**src/rtl/dscc_pkg.sv**
```systemverilog
// Package for the drive serial configuration and cloning bank.
// Assumes a single 125 MHz clock and a parameter-index register port.
package dscc_pkg;

  // ----------------------------------------------------------------
  // Parameter indices (menu 11 numbering kept as index)
  // ----------------------------------------------------------------
  localparam logic [7:0] IDX_PWRUP_DISP  = 8'h16;
  localparam logic [7:0] IDX_UNIT_ADDR   = 8'h17;
  localparam logic [7:0] IDX_PROTOCOL    = 8'h18;
  localparam logic [7:0] IDX_RATE        = 8'h19;
  localparam logic [7:0] IDX_TURN_DELAY  = 8'h1A;
  localparam logic [7:0] IDX_FW_VER      = 8'h1D;
  localparam logic [7:0] IDX_LOCK_CODE   = 8'h1E;
  localparam logic [7:0] IDX_RATED_CUR   = 8'h20;
  localparam logic [7:0] IDX_RATED_VOLT  = 8'h21;
  localparam logic [7:0] IDX_FW_SUBVER   = 8'h22;
  localparam logic [7:0] IDX_DSP_VER     = 8'h23;
  localparam logic [7:0] IDX_DISP_TMO    = 8'h29;
  localparam logic [7:0] IDX_CLONE       = 8'h2A;

  // ----------------------------------------------------------------
  // Reset values and limits
  // ----------------------------------------------------------------
  localparam logic [15:0] RST_UNIT_ADDR  = 16'h000B; // 1.1 as group*10+unit
  localparam logic [15:0] RST_RATE       = 16'h0001;
  localparam logic [15:0] RST_TURN_DELAY = 16'h0014; // 20 ms
  localparam logic [15:0] RST_DISP_TMO   = 16'h00F0; // 240 s
  localparam logic [15:0] MAX_UNIT_ADDR  = 16'h00F7; // 24.7
  localparam logic [15:0] MAX_DELAY      = 16'h00FA; // 250
  localparam logic [15:0] MAX_LOCK       = 16'h270F; // 9999
  localparam logic [15:0] MAX_CLONE      = 16'h0004;
  localparam logic [15:0] MAX_PROTOCOL   = 16'h0002;
  localparam logic [15:0] MAX_RATE       = 16'h0003;
  localparam logic [15:0] FBUS_ADDR      = 16'h000B; // fixed 11
  localparam logic [1:0]  FBUS_RATE      = 2'h3;     // 19.2 kbaud
  // Unit address is held as group*10+unit; the unit digit runs 0..7
  localparam logic [15:0] ADDR_RADIX     = 16'h000A;
  localparam logic [15:0] ADDR_UNIT_MAX  = 16'h0007;

  // Protocol and clone codes
  localparam logic [1:0]  PROTO_ANSI     = 2'h0;
  localparam logic [1:0]  PROTO_RTU      = 2'h1;
  localparam logic [1:0]  PROTO_FBUS     = 2'h2;
  localparam logic [2:0]  CLONE_NONE     = 3'h0;
  localparam logic [2:0]  CLONE_READ     = 3'h1;
  localparam logic [2:0]  CLONE_PROG     = 3'h2;
  localparam logic [2:0]  CLONE_AUTO     = 3'h3;
  localparam logic [2:0]  CLONE_BOOT     = 3'h4;

  // ----------------------------------------------------------------
  // Timing
  // ----------------------------------------------------------------
  localparam int CLK_MHZ       = 125;
  localparam int MS_CYCLES     = CLK_MHZ * 1000;
  localparam int HOLD_US       = 1500;          // driver hold 1.5 ms
  localparam int HOLD_CYCLES   = (HOLD_US * CLK_MHZ) - 1; // longest: floor
  localparam int SEC_MS        = 1000;
  localparam int US_PER_MS     = 1000;

endpackage

```
**src/rtl/dscc_tick.sv**
```systemverilog
// Time-base divider: pulse lasting one enabled cycle, every DIV enabled cycles.
// Assumes a synchronous active-low reset and a clock enable.
`timescale 1ns/1ns
`default_nettype none
module dscc_tick #(
  parameter int DIV = 125000
) (
  // Clock and reset
  input  wire logic clk_i,
  input  wire logic reset_n_i,
  input  wire logic ce_i,
  // Tick
  output logic      tick_o
);
  logic [31:0] cnt_r;

  // Free-running divider; the tick is a registered pulse
  always_ff @(posedge clk_i) begin
    if (!reset_n_i) begin
      cnt_r  <= '0;
      tick_o <= 1'b0;
    end else if (ce_i) begin
      if (cnt_r == 32'(DIV - 1)) begin
        cnt_r  <= '0;
        tick_o <= 1'b1;
      end else begin
        cnt_r  <= cnt_r + 32'h0000_0001;
        tick_o <= 1'b0;
      end
    end
  end
endmodule
`default_nettype wire

```
**src/rtl/dscc_turn.sv**
```systemverilog
// Half-duplex line turnaround: reply delay then driver hold.
// Assumes ms_tick_i is a one-cycle pulse each millisecond.
`timescale 1ns/1ns
`default_nettype none
module dscc_turn
  import dscc_pkg::*;
#(
  // Hold length in cycles; follows the ms divider of the bank
  parameter int HOLD_LEN = HOLD_CYCLES + 1
) (
  // Clock and reset
  input  wire logic        clk_i,
  input  wire logic        reset_n_i,
  input  wire logic        ce_i,
  input  wire logic        ms_tick_i,
  // Control
  input  wire logic        ansi_i,
  input  wire logic [7:0]  delay_ms_i,
  input  wire logic        host_msg_end_i,
  input  wire logic        tx_last_done_i,
  // Status
  output logic             tx_enable_o,
  output logic             tx_ready_o
);
  typedef enum logic [1:0] {
    DSCC_IDLE = 2'b00,
    DSCC_WAIT = 2'b01,
    DSCC_SEND = 2'b11,
    DSCC_HOLD = 2'b10
  } dscc_turn_e;

  dscc_turn_e  st_r;
  logic [7:0]  ms_r;
  logic [31:0] hold_r;

  // Reply wait counted in whole ms ticks, so the wait is never short;
  // drivers stay on for the hold period after the last character
  always_ff @(posedge clk_i) begin
    if (!reset_n_i) begin
      st_r        <= DSCC_IDLE;
      ms_r        <= '0;
      hold_r      <= '0;
      tx_enable_o <= 1'b0;
      tx_ready_o  <= 1'b0;
    end else if (ce_i) begin
      unique case (st_r)
        DSCC_IDLE: begin
          if (host_msg_end_i) begin
            ms_r <= '0;
            st_r <= DSCC_WAIT;
          end
        end
        DSCC_WAIT: begin
          // ANSI waits the programmed delay, others reply at once
          if (!ansi_i || ms_r > delay_ms_i) begin
            st_r        <= DSCC_SEND;
            tx_enable_o <= 1'b1;
            tx_ready_o  <= 1'b1;
          end else if (ms_tick_i) begin
            ms_r <= ms_r + 8'h01;
          end
        end
        DSCC_SEND: begin
          if (tx_last_done_i) begin
            hold_r     <= '0;
            tx_ready_o <= 1'b0;
            st_r       <= DSCC_HOLD;
          end
        end
        DSCC_HOLD: begin
          if (hold_r == 32'(HOLD_LEN - 1)) begin
            tx_enable_o <= 1'b0;
            st_r        <= DSCC_IDLE;
          end else begin
            hold_r <= hold_r + 32'h0000_0001;
          end
        end
      endcase
    end
  end

  hold_len_a: assert property (@(posedge clk_i) disable iff (!reset_n_i)
    $fell(tx_enable_o) |-> $past(st_r) == DSCC_HOLD)
    else $error("drivers released outside hold");
  wait_ansi_a: assert property (@(posedge clk_i) disable iff (!reset_n_i)
    $rose(tx_ready_o) && ansi_i |-> ms_r > delay_ms_i)
    else $error("reply before programmed delay");
endmodule
`default_nettype wire

```
**src/rtl/dscc_bank.sv**
```systemverilog
// Miscellaneous settings bank: serial link, display, lock, cloning.
// Assumes a parameter-index write/read port as the drive's own access
// path, plus keypad, reset and non-volatile store handshakes.
//
// Notes on behaviour
// - Address group.unit, 0.0 to 24.7
// - Protocol code picks ANSI, RTU or fieldbus
// - Fieldbus forces address 11, 19.2 kbaud
// - Fieldbus exposes two extra level-two settings
// - Rate codes 2400/4800/9600/19200; default 4800
// - ANSI reply waits programmed delay, default 20
// - Drivers held up to 1.5 ms after reply
// - Power-up display: 0 speed, 1 load
// - Keypad toggle updates selector and saves it
// - Serial write of selector is not saved
// - Nonzero lock code blocks basic-set changes
// - Keypad idle timeout reverts display, default 240
// - Clone 2: keypad reset stores unit to key
// - After a clone 2 key store, clone selector returns 0
// - Clone 3: every save also updates key
`timescale 1ns/1ns
`default_nettype none
module dscc_bank
  import dscc_pkg::*;
#(
  parameter logic [15:0] FW_VERSION  = 16'h0064, // arbitrary value
  parameter logic [15:0] FW_SUBVER   = 16'h0000, // arbitrary value
  parameter logic [15:0] DSP_VERSION = 16'h000A, // arbitrary value
  parameter logic [15:0] RATED_CUR   = 16'h0096, // arbitrary value
  parameter logic [15:0] RATED_VOLT  = 16'h00F0, // arbitrary value
  parameter int          MS_DIV      = MS_CYCLES,
  parameter int          SEC_DIV     = SEC_MS
) (
  // Clock, reset, enable
  input  wire logic        clk_i,
  input  wire logic        reset_n_i,
  input  wire logic        ce_i,
  // Parameter access port
  input  wire logic        par_wr_i,
  input  wire logic        par_serial_i,
  input  wire logic        par_basic_i,
  input  wire logic [7:0]  par_idx_i,
  input  wire logic [15:0] par_wdata_i,
  output logic [15:0]      par_rdata_o,
  output logic             par_refused_o,
  // Serial line turnaround
  input  wire logic        host_msg_end_i,
  input  wire logic        tx_last_done_i,
  output logic             tx_enable_o,
  output logic             tx_ready_o,
  output logic [15:0]      link_addr_o,
  output logic [1:0]       link_rate_o,
  output logic [1:0]       link_proto_o,
  output logic             fbus_extra_vis_o,
  // Keypad and display
  input  wire logic        key_activity_i,
  input  wire logic        key_toggle_load_i,
  input  wire logic        param_mode_i,
  output logic             disp_revert_o,
  output logic             disp_load_o,
  // Drive state and resets
  input  wire logic        power_up_i,
  input  wire logic        unit_reset_i,
  input  wire logic        keypad_reset_i,
  input  wire logic        inhibited_state_i,
  input  wire logic        tripped_state_i,
  input  wire logic        standby_state_i,
  input  wire logic        nv_saved_i,
  // Non-volatile and key requests
  output logic             nv_save_req_o,
  output logic             key_store_req_o,
  output logic             key_load_req_o
);
  // ----------------------------------------------------------------
  // Storage
  // ----------------------------------------------------------------
  logic        pwrup_disp_r;
  logic [15:0] unit_addr_r;
  logic [1:0]  protocol_r;
  logic [1:0]  rate_r;
  logic [7:0]  turn_delay_r;
  logic [15:0] lock_code_r;
  logic [7:0]  disp_tmo_r;
  logic [2:0]  clone_r;
  logic        ms_tick;
  logic        sec_tick;
  logic        sec_pulse;
  logic [7:0]  idle_sec_r;
  logic        wr_ok;
  logic        wr_nxt;
  logic        idle_drive;
  logic        tx_en;
  logic        tx_rdy;

  // Lock applies to basic-set writes only
  assign wr_ok  = par_wr_i && !(par_basic_i && lock_code_r != '0);
  assign wr_nxt = wr_ok;
  assign idle_drive = inhibited_state_i || tripped_state_i ||
                      standby_state_i;
  // Seconds divider steps on ms ticks, so its output stands a whole ms;
  // gating with the ms tick leaves one cycle per second
  assign sec_pulse = sec_tick && ms_tick;

  // ----------------------------------------------------------------
  // Time bases
  // ----------------------------------------------------------------
  dscc_tick #(.DIV(MS_DIV)) u_ms (
    .clk_i     (clk_i),
    .reset_n_i (reset_n_i),
    .ce_i      (ce_i),
    .tick_o    (ms_tick)
  );

  dscc_tick #(.DIV(SEC_DIV)) u_sec (
    .clk_i     (clk_i),
    .reset_n_i (reset_n_i),
    .ce_i      (ce_i && ms_tick),
    .tick_o    (sec_tick)
  );

  dscc_turn #(.HOLD_LEN((MS_DIV * HOLD_US) / US_PER_MS)) u_turn (
    .clk_i          (clk_i),
    .reset_n_i      (reset_n_i),
    .ce_i           (ce_i),
    .ms_tick_i      (ms_tick),
    .ansi_i         (protocol_r == PROTO_ANSI),
    .delay_ms_i     (turn_delay_r),
    .host_msg_end_i (host_msg_end_i),
    .tx_last_done_i (tx_last_done_i),
    .tx_enable_o    (tx_en),
    .tx_ready_o     (tx_rdy)
  );

  // ----------------------------------------------------------------
  // Link settings
  // ----------------------------------------------------------------
  // Out-of-range writes are dropped so stored codes stay legal
  always_ff @(posedge clk_i) begin
    if (!reset_n_i) begin
      unit_addr_r  <= RST_UNIT_ADDR;
      protocol_r   <= PROTO_ANSI;
      rate_r       <= RST_RATE[1:0];
      turn_delay_r <= RST_TURN_DELAY[7:0];
    end else if (ce_i && wr_nxt) begin
      if (par_idx_i == IDX_UNIT_ADDR && par_wdata_i <= MAX_UNIT_ADDR &&
          (par_wdata_i % ADDR_RADIX) <= ADDR_UNIT_MAX) begin
        unit_addr_r <= par_wdata_i;
      end
      if (par_idx_i == IDX_PROTOCOL && par_wdata_i <= MAX_PROTOCOL) begin
        protocol_r <= par_wdata_i[1:0];
      end
      if (par_idx_i == IDX_RATE && par_wdata_i <= MAX_RATE) begin
        rate_r <= par_wdata_i[1:0];
      end
      if (par_idx_i == IDX_TURN_DELAY && par_wdata_i <= MAX_DELAY) begin
        turn_delay_r <= par_wdata_i[7:0];
      end
    end
  end

  // Effective link setup; fieldbus overrides stored values
  always_ff @(posedge clk_i) begin
    if (!reset_n_i) begin
      link_addr_o      <= RST_UNIT_ADDR;
      link_rate_o      <= RST_RATE[1:0];
      link_proto_o     <= PROTO_ANSI;
      fbus_extra_vis_o <= 1'b0;
      tx_enable_o      <= 1'b0;
      tx_ready_o       <= 1'b0;
    end else if (ce_i) begin
      link_proto_o     <= protocol_r;
      fbus_extra_vis_o <= (protocol_r == PROTO_FBUS);
      link_addr_o      <= (protocol_r == PROTO_FBUS) ? FBUS_ADDR
                                                     : unit_addr_r;
      link_rate_o      <= (protocol_r == PROTO_FBUS) ? FBUS_RATE
                                                     : rate_r;
      tx_enable_o      <= tx_en;
      tx_ready_o       <= tx_rdy;
    end
  end

  // ----------------------------------------------------------------
  // Display, lock, timeout
  // ----------------------------------------------------------------
  // Keypad toggle wins over a same-cycle serial write
  always_ff @(posedge clk_i) begin
    if (!reset_n_i) begin
      pwrup_disp_r <= 1'b0;
      lock_code_r  <= '0;
      disp_tmo_r   <= RST_DISP_TMO[7:0];
    end else if (ce_i) begin
      if (key_toggle_load_i) begin
        pwrup_disp_r <= ~pwrup_disp_r;
      end else if (wr_nxt && par_idx_i == IDX_PWRUP_DISP) begin
        pwrup_disp_r <= par_wdata_i[0];
      end
      if (wr_nxt && par_idx_i == IDX_LOCK_CODE && par_wdata_i <= MAX_LOCK) begin
        lock_code_r <= par_wdata_i;
      end
      if (wr_nxt && par_idx_i == IDX_DISP_TMO && par_wdata_i <= MAX_DELAY) begin
        disp_tmo_r <= par_wdata_i[7:0];
      end
    end
  end

  // Idle seconds in whole ticks, so the revert is never early;
  // zero timeout means revert never fires
  always_ff @(posedge clk_i) begin
    if (!reset_n_i) begin
      idle_sec_r    <= '0;
      disp_revert_o <= 1'b0;
      disp_load_o   <= 1'b0;
    end else if (ce_i) begin
      disp_load_o   <= pwrup_disp_r;
      disp_revert_o <= 1'b0;
      if (key_activity_i || !param_mode_i) begin
        idle_sec_r <= '0;
      end else if (sec_pulse && disp_tmo_r != '0) begin
        if (idle_sec_r >= disp_tmo_r) begin
          disp_revert_o <= 1'b1;
          idle_sec_r    <= '0;
        end else begin
          idle_sec_r <= idle_sec_r + 8'h01;
        end
      end
    end
  end

  // ----------------------------------------------------------------
  // Cloning
  // ----------------------------------------------------------------
  // Requests are one-cycle pulses; the clone 2 key store also clears the code
  always_ff @(posedge clk_i) begin
    if (!reset_n_i) begin
      clone_r         <= CLONE_NONE;
      key_store_req_o <= 1'b0;
      key_load_req_o  <= 1'b0;
      nv_save_req_o   <= 1'b0;
    end else if (ce_i) begin
      key_store_req_o <= 1'b0;
      key_load_req_o  <= 1'b0;
      nv_save_req_o   <= key_toggle_load_i;
      if (clone_r == CLONE_PROG && (keypad_reset_i || unit_reset_i)) begin
        key_store_req_o <= 1'b1;
        clone_r         <= CLONE_NONE;
      end else if (clone_r == CLONE_READ && unit_reset_i && idle_drive) begin
        key_load_req_o <= 1'b1;
        nv_save_req_o  <= 1'b1;
      end else if (clone_r == CLONE_BOOT && power_up_i) begin
        key_load_req_o <= 1'b1;
        nv_save_req_o  <= 1'b1;
      end else if (clone_r == CLONE_AUTO && nv_saved_i) begin
        key_store_req_o <= 1'b1;
      end else if (wr_nxt && par_idx_i == IDX_CLONE &&
                   par_wdata_i <= MAX_CLONE) begin
        clone_r <= par_wdata_i[2:0];
      end
    end
  end

  // ----------------------------------------------------------------
  // Read path and refusal flag
  // ----------------------------------------------------------------
  always_ff @(posedge clk_i) begin
    if (!reset_n_i) begin
      par_rdata_o   <= '0;
      par_refused_o <= 1'b0;
    end else if (ce_i) begin
      par_refused_o <= par_wr_i && !wr_ok;
      unique case (par_idx_i)
        IDX_PWRUP_DISP: par_rdata_o <= {15'h0000, pwrup_disp_r};
        IDX_UNIT_ADDR:  par_rdata_o <= unit_addr_r;
        IDX_PROTOCOL:   par_rdata_o <= {14'h0000, protocol_r};
        IDX_RATE:       par_rdata_o <= {14'h0000, rate_r};
        IDX_TURN_DELAY: par_rdata_o <= {8'h00, turn_delay_r};
        IDX_FW_VER:     par_rdata_o <= FW_VERSION;
        IDX_LOCK_CODE:  par_rdata_o <= lock_code_r;
        IDX_RATED_CUR:  par_rdata_o <= RATED_CUR;
        IDX_RATED_VOLT: par_rdata_o <= RATED_VOLT;
        IDX_FW_SUBVER:  par_rdata_o <= FW_SUBVER;
        IDX_DSP_VER:    par_rdata_o <= DSP_VERSION;
        IDX_DISP_TMO:   par_rdata_o <= {8'h00, disp_tmo_r};
        IDX_CLONE:      par_rdata_o <= {13'h0000, clone_r};
        default:        par_rdata_o <= '0;
      endcase
    end
  end

  // ----------------------------------------------------------------
  // Checks
  // ----------------------------------------------------------------
  fbus_addr_a: assert property (@(posedge clk_i) disable iff (!reset_n_i)
    ce_i && protocol_r == PROTO_FBUS |=> link_addr_o == FBUS_ADDR)
    else $error("fieldbus address not forced");
  fbus_vis_a: assert property (@(posedge clk_i) disable iff (!reset_n_i)
    ce_i |=> fbus_extra_vis_o == ($past(protocol_r) == PROTO_FBUS))
    else $error("extra settings visibility wrong");
  lock_block_a: assert property (@(posedge clk_i) disable iff (!reset_n_i)
    ce_i && par_wr_i && par_basic_i && lock_code_r != '0
    |=> par_refused_o)
    else $error("locked write not refused");
  store_clear_a: assert property (@(posedge clk_i) disable iff (!reset_n_i)
    $rose(key_store_req_o) && $past(clone_r) == CLONE_PROG
    |-> clone_r == CLONE_NONE)
    else $error("clone code not cleared");
  serial_nosave_a: assert property (@(posedge clk_i) disable iff (!reset_n_i)
    ce_i && par_wr_i && par_idx_i == IDX_PWRUP_DISP && !key_toggle_load_i
    && clone_r != CLONE_READ && clone_r != CLONE_BOOT
    |=> !nv_save_req_o)
    else $error("serial selector write saved");
  read_load_a: assert property (@(posedge clk_i) disable iff (!reset_n_i)
    ce_i && clone_r == CLONE_READ && unit_reset_i && idle_drive
    |=> key_load_req_o && nv_save_req_o)
    else $error("key load missing");
  rate_ok_a: assert property (@(posedge clk_i) disable iff (!reset_n_i)
    rate_r <= MAX_RATE[1:0])
    else $error("rate code out of range");
  addr_ok_a: assert property (@(posedge clk_i) disable iff (!reset_n_i)
    unit_addr_r <= MAX_UNIT_ADDR)
    else $error("unit address out of range");
endmodule
`default_nettype wire

```
**config.mk**
```make
export PLATFORM = sky130hd
export DESIGN_NAME = dscc_bank
export DESIGN_NICKNAME = d
export VERILOG_FILES = /design/src/rtl/dscc_pkg.sv /design/src/rtl/dscc_tick.sv /design/src/rtl/dscc_turn.sv /design/src/rtl/dscc_bank.sv
export SDC_FILE = /design/constraint.sdc
export NUM_CORES = 1
export LEC_CHECK = 0
export BUFFER_PORTS_ARGS = -buffer_cell sky130_fd_sc_hd__buf_4
export CAP_MARGIN = 15
export CORE_UTILIZATION = 55
export DETAILED_ROUTE_END_ITERATION = 7
export PLACE_DENSITY = 0.73
export RECOVER_POWER = 50
export SYNTH_ARGS = -nofsm -noshare
export SYNTH_HDL_FRONTEND = slang
export SYNTH_SLANG_ARGS = --single-unit
export TNS_END_PERCENT = 1
```
**constraint.sdc**
```tcl
create_clock -name clk_i -period 6.55 [get_ports clk_i]
set_clock_uncertainty 0.2 [all_clocks]
set_input_delay 1.31 -clock clk_i [delete_from_list [all_inputs] [get_ports clk_i]]
set_output_delay 1.31 -clock clk_i [all_outputs]
set_load 0.1 [all_outputs]
```
==> flow_summary.rst <==
.. list-table::
   :header-rows: 1

   * - Metric
     - Value
   * - Result of the run
     - finished, violations left
   * - Failing checks
     - capacitance limit, slew limit
   * - Crit Reg-Reg Startpoint
     - lock_code_r[10]
   * - Pin count of the biggest net entering global routing
     - between 50 and 60
   * - CP Max Fanout
     - 12
   * - Max Cap Viol
     - 2
   * - Syn Inst Count
     - 1436
   * - Routed via count
     - 10500
   * - Vias in the first global route
     - 9764
   * - Final period util
     - 0.923
   * - Top flip-flop cell by instance count after synthesis
     - sky130_fd_sc_hd__dfxtp_1
   * - Critical path launch point type
     - input port
   * - Detailed route wirelength on metal2
     - 13300 um
   * - Areal power density over the cells
     - 230 nW/um^2
   * - Setup TNS Final
     - 0 ns
   * - Mapped cell area
     - 11600 um^2
   * - Critical path data arrival time
     - about 6.3 ns
   * - Number of warnings reported in the yosys synthesis log
     - 0
   * - Hold Path Stages
     - 2
   * - Avg WL per Cell
     - roughly 16 um
   * - Top cell family by delay on the critical path
     - compound AO/OA/AOI/OAI gates
   * - Initial detailed-routing violation count
     - 608
   * - Clk Latency, worst-skew pair
     - 0.52 ns
   * - Number of flops mapped to enable cells by yosys
     - 0
   * - Routed Wire Length
     - 28500 um
   * - Post-cts gate resize count
     - 0
   * - Terminating pin of the worst hold path
     - link_addr_o[1]
   * - Crit. path cell count
     - 19
   * - Site Rows
     - 52
   * - Clock share of power
     - 0.421
   * - Critical R2R Capture
     - unit_addr_r[15]
   * - Fin. max-slew vios
     - slightly below 100
   * - Fraction of final layout cells with drive strength greater than 1
     - 0.0940
   * - Routed length on met1
     - roughly 13000 um
   * - CTS sink cnt
     - 219
   * - Clock Path Buffers
     - 3
   * - Synthesis-to-layout area growth
     - 12.0%
   * - Gp weighted congestion
     - 0.896
   * - Reg-to-reg setup timing slack
     - 3.01 ns
   * - Fraction of synthesized cell area taken by the top area cell type
     - 0.378
   * - Max transition margin
     - -0.247
   * - Final cell count without fillers
     - 1781
   * - Combinational share of power
     - 0.131
   * - Fin area
     - 13000 um^2
   * - Endpoint type of the worst setup path
     - flop
   * - Final Hold Violating Endpoints
     - 0
   * - Sum of buffers and inverters on the critical path
     - 2
   * - Length of the first detailed-routing pass in iterations
     - 5
   * - Core area
     - 20400 um^2
   * - Estimated wirelength of the detail-placed design
     - 20300 um
   * - Cell accounting for the most synthesized area
     - sky130_fd_sc_hd__dfxtp_1
   * - Post-route minimum period
     - 6.05 ns
   * - GR Overflow Total
     - 0
   * - Overall die area
     - 21700 um^2
   * - Power Total
     - 2.99 mW
   * - Remaining antenna violation count after routing
     - 0
   * - Number of top-level design ports
     - 87
   * - Width of the die
     - approximately 150 um
   * - Number of endpoints failing setup at the final stage
     - 0
   * - Least-Margin Pin Slew
     - around 1.9 ns
   * - Antenna diodes
     - 0
   * - Max stage delay on crit path
     - between 0.5 and 0.6 ns
   * - Wire length of the first global-routing pass
     - between 40000 and 50000 um
   * - Fraction of the yosys area taken by sequential cells
     - 0.378
   * - Timing-limited maximum frequency
     - approximately 170 MHz
   * - Cts-stage hold buffer count
     - 0
   * - Worst hold slack
     - 0.276 ns
   * - Worst setup path class
     - input port to flop
   * - Count of H-tree levels built during CTS
     - 1
   * - Sequential share of power
     - 0.449
   * - Crit path cell chain
     - buf_4, nand2b_1, a221oi_4, o32a_1, a311oi_1, o21bai_1, a2111o_2, buf_4, a211oi_2, a2111oi_2, o211ai_2, nor2_2, a2111oi_2, o311ai_1, nand2_1, ha_1, o31a_1, nand3_2, and3_1
   * - Buffers added on ports
     - 85
   * - DRC errors left
     - 0
   * - Detailed-route vias per instance
     - 5.88
   * - Clk Tree Root Cell
     - sky130_fd_sc_hd__clkbuf_16
   * - Synth Net Count
     - 1501
   * - Critical Path Slowest Stage Cell
     - sky130_fd_sc_hd__a2111o_2
   * - Unique masters post-synth
     - just over 100
   * - Storage cell area
     - 4380 um^2
   * - Leak
     - 4.90 nW
   * - Reg2Reg Depth
     - 11
   * - Placed instance area
     - around 12000 um^2
   * - Avg Inst Size Synth
     - 8.08 um^2
   * - Clock tree from TritonCTS
     - done
   * - DR WL met3
     - 1420 um
   * - Synthesized flop and latch total
     - ~220
   * - Start point of the worst hold path
     - link_addr_o[1]
   * - Proportion of synthesized flip-flops having asynchronous set or reset
     - 0
   * - Top layer used by detailed routing
     - met4
   * - Total routing usage reported by global routing
     - 0.263
   * - Switching Fraction
     - 0.265
   * - Total clock buffers created by CTS
     - 24
   * - Post-CTS Setup Repair Bufs
     - 0
   * - Effective utilization at floorplan
     - 0.568
   * - Number of filler instances in the final layout
     - 1802
   * - NumNets Final
     - between 1500 and 2000
   * - Antenna violations before repair
     - 0
   * - Worst supply voltage drop on vdd
     - approximately 0.00018 V
   * - Area taken by multi-input logic gates
     - 6730 um^2
   * - Die extent in y
     - 147 um
   * - Net switching component of the power
     - 0.795 mW
   * - Required @ worst endpoint
     - 6.75 ns
   * - Final Util
     - 0.636
   * - Worst slack at placement
     - 0.0474 ns
   * - RSZ-0062 raised after global routing
     - false
   * - Cell types occupying the most area after synthesis
     - sky130_fd_sc_hd__dfxtp_1, sky130_fd_sc_hd__nor2_1, sky130_fd_sc_hd__xor2_1
   * - Number of cells after detailed placement
     - about 1700
   * - Type of the most critical hold path
     - flop to flop
   * - Crit path setup slack, layout
     - between 0.5 and 0.6 ns
   * - Internal power summed over all cells
     - 2.20 mW
   * - Clock-pin slew reported for the worst setup and hold paths after clock tree synthesis
     - approximately 0.060 ns
==> cells in the mapped netlist (23+ instances only) <==
library cell / instances
sky130_fd_sc_hd__o21ai_0: 45
sky130_fd_sc_hd__xor2_1: 61
sky130_fd_sc_hd__dfxtp_1: 219
sky130_fd_sc_hd__nand4_1: 34
sky130_fd_sc_hd__a21oi_1: 90
sky130_fd_sc_hd__nor4_1: 30
sky130_fd_sc_hd__and3_1: 41
sky130_fd_sc_hd__nor3_1: 35
sky130_fd_sc_hd__nand3_1: 49
sky130_fd_sc_hd__xnor2_1: 27
sky130_fd_sc_hd__nand2_1: 118
sky130_fd_sc_hd__clkbuf_1: 56
sky130_fd_sc_hd__nor2_1: 245
sky130_fd_sc_hd__mux2i_1: 37
sky130_fd_sc_hd__ha_1: 23
sky130_fd_sc_hd__inv_1: 38
==> worst min-delay path, delay by kind of cell (launching register included) <==
family,cells,cell delay [ns]
flip-flops,1,0.32
multiplexers,1,0.06
AND/OR/NAND/NOR,1,0.06
==> worst max path at each step <==
stage / from / to / slack (ns)
floorplan: par_wdata_i[14] / unit_addr_r[2] / 0.76
global placement: par_wdata_i[12] / unit_addr_r[14] / 0.20
detailed placement: par_wdata_i[12] / unit_addr_r[2] / 0.05
CTS: par_wdata_i[12] / unit_addr_r[7] / 0.56
global route: par_wdata_i[12] / unit_addr_r[4] / 0.19
finish: par_wdata_i[12] / unit_addr_r[15] / 0.50
==> power by group through the flow <==
stage / logic, mW / registers [mW] / clock network (mW)
floorplan: 0.260 / 1.40 / 0
global placement: 0.385 / 1.37 / 0
detailed placement: 0.390 / 1.37 / 0
CTS: 0.391 / 1.34 / 1.28
global route: 0.424 / 1.34 / 1.34
finish: 0.391 / 1.34 / 1.26
==> area by class of cell <==
type | instances | share of cell area
clock buffer | 33 | 0.0519
clock inverter | 7 | 0.00472
inverter | 42 | 0.0121
multi-input combinational | 1099 | 0.518
sequential | 219 | 0.337
tap | 270 | 0.0260
timing repair buffer | 111 | 0.0500
==> layer usage <==
metal  vias to the layer above  global-route usage
met5                         -                   0
met4                         0              0.0835
met3                        53              0.0348
met2                       268               0.436
met1                      4903               0.353
li1                       5246                   -
==> flip-flops by register name, indices dropped and copies added, names as in the netlist, 3 cells and up <==
| name | flops |
|---|---|
| turn_delay_r | 8 |
| u_sec.cnt_r | 32 |
| disp_tmo_r | 8 |
| u_turn.hold_r | 32 |
| u_turn.ms_r | 8 |
| idle_sec_r | 8 |
| par_rdata_o | 16 |
| link_addr_o | 16 |
| u_ms.cnt_r | 32 |
| unit_addr_r | 16 |
| lock_code_r | 16 |
| clone_r | 3 |
==> layout by cell type, fill, tap and decap left out, types with 30 or more instances in the layout <==
master,netlist,routed
sky130_fd_sc_hd__buf_4,4,62
sky130_fd_sc_hd__xor2_1,61,61
sky130_fd_sc_hd__nand3_1,49,49
sky130_fd_sc_hd__and3_1,41,41
sky130_fd_sc_hd__nand2_1,118,118
sky130_fd_sc_hd__nand4_1,34,34
sky130_fd_sc_hd__mux2i_1,37,37
sky130_fd_sc_hd__inv_1,38,39
sky130_fd_sc_hd__dfxtp_1,219,219
sky130_fd_sc_hd__nor2_1,245,245
sky130_fd_sc_hd__nor4_1,30,30
sky130_fd_sc_hd__a21oi_1,90,90
sky130_fd_sc_hd__o21ai_0,45,45
sky130_fd_sc_hd__nor3_1,35,35
sky130_fd_sc_hd__clkbuf_1,56,54
==> logic make-up after synthesis <==
| group | after synthesis | synth area share |
|---|---|---|
| buf+inv | 118 | 0.0421 |
| compound gates | 286 | 0.174 |
| simple gates | 664 | 0.281 |
| flops | 219 | 0.378 |
| mux | 38 | 0.0339 |
| xor+xnor | 88 | 0.0664 |
| fa+ha+maj | 23 | 0.0248 |
Power figures use the tool's default switching activity.
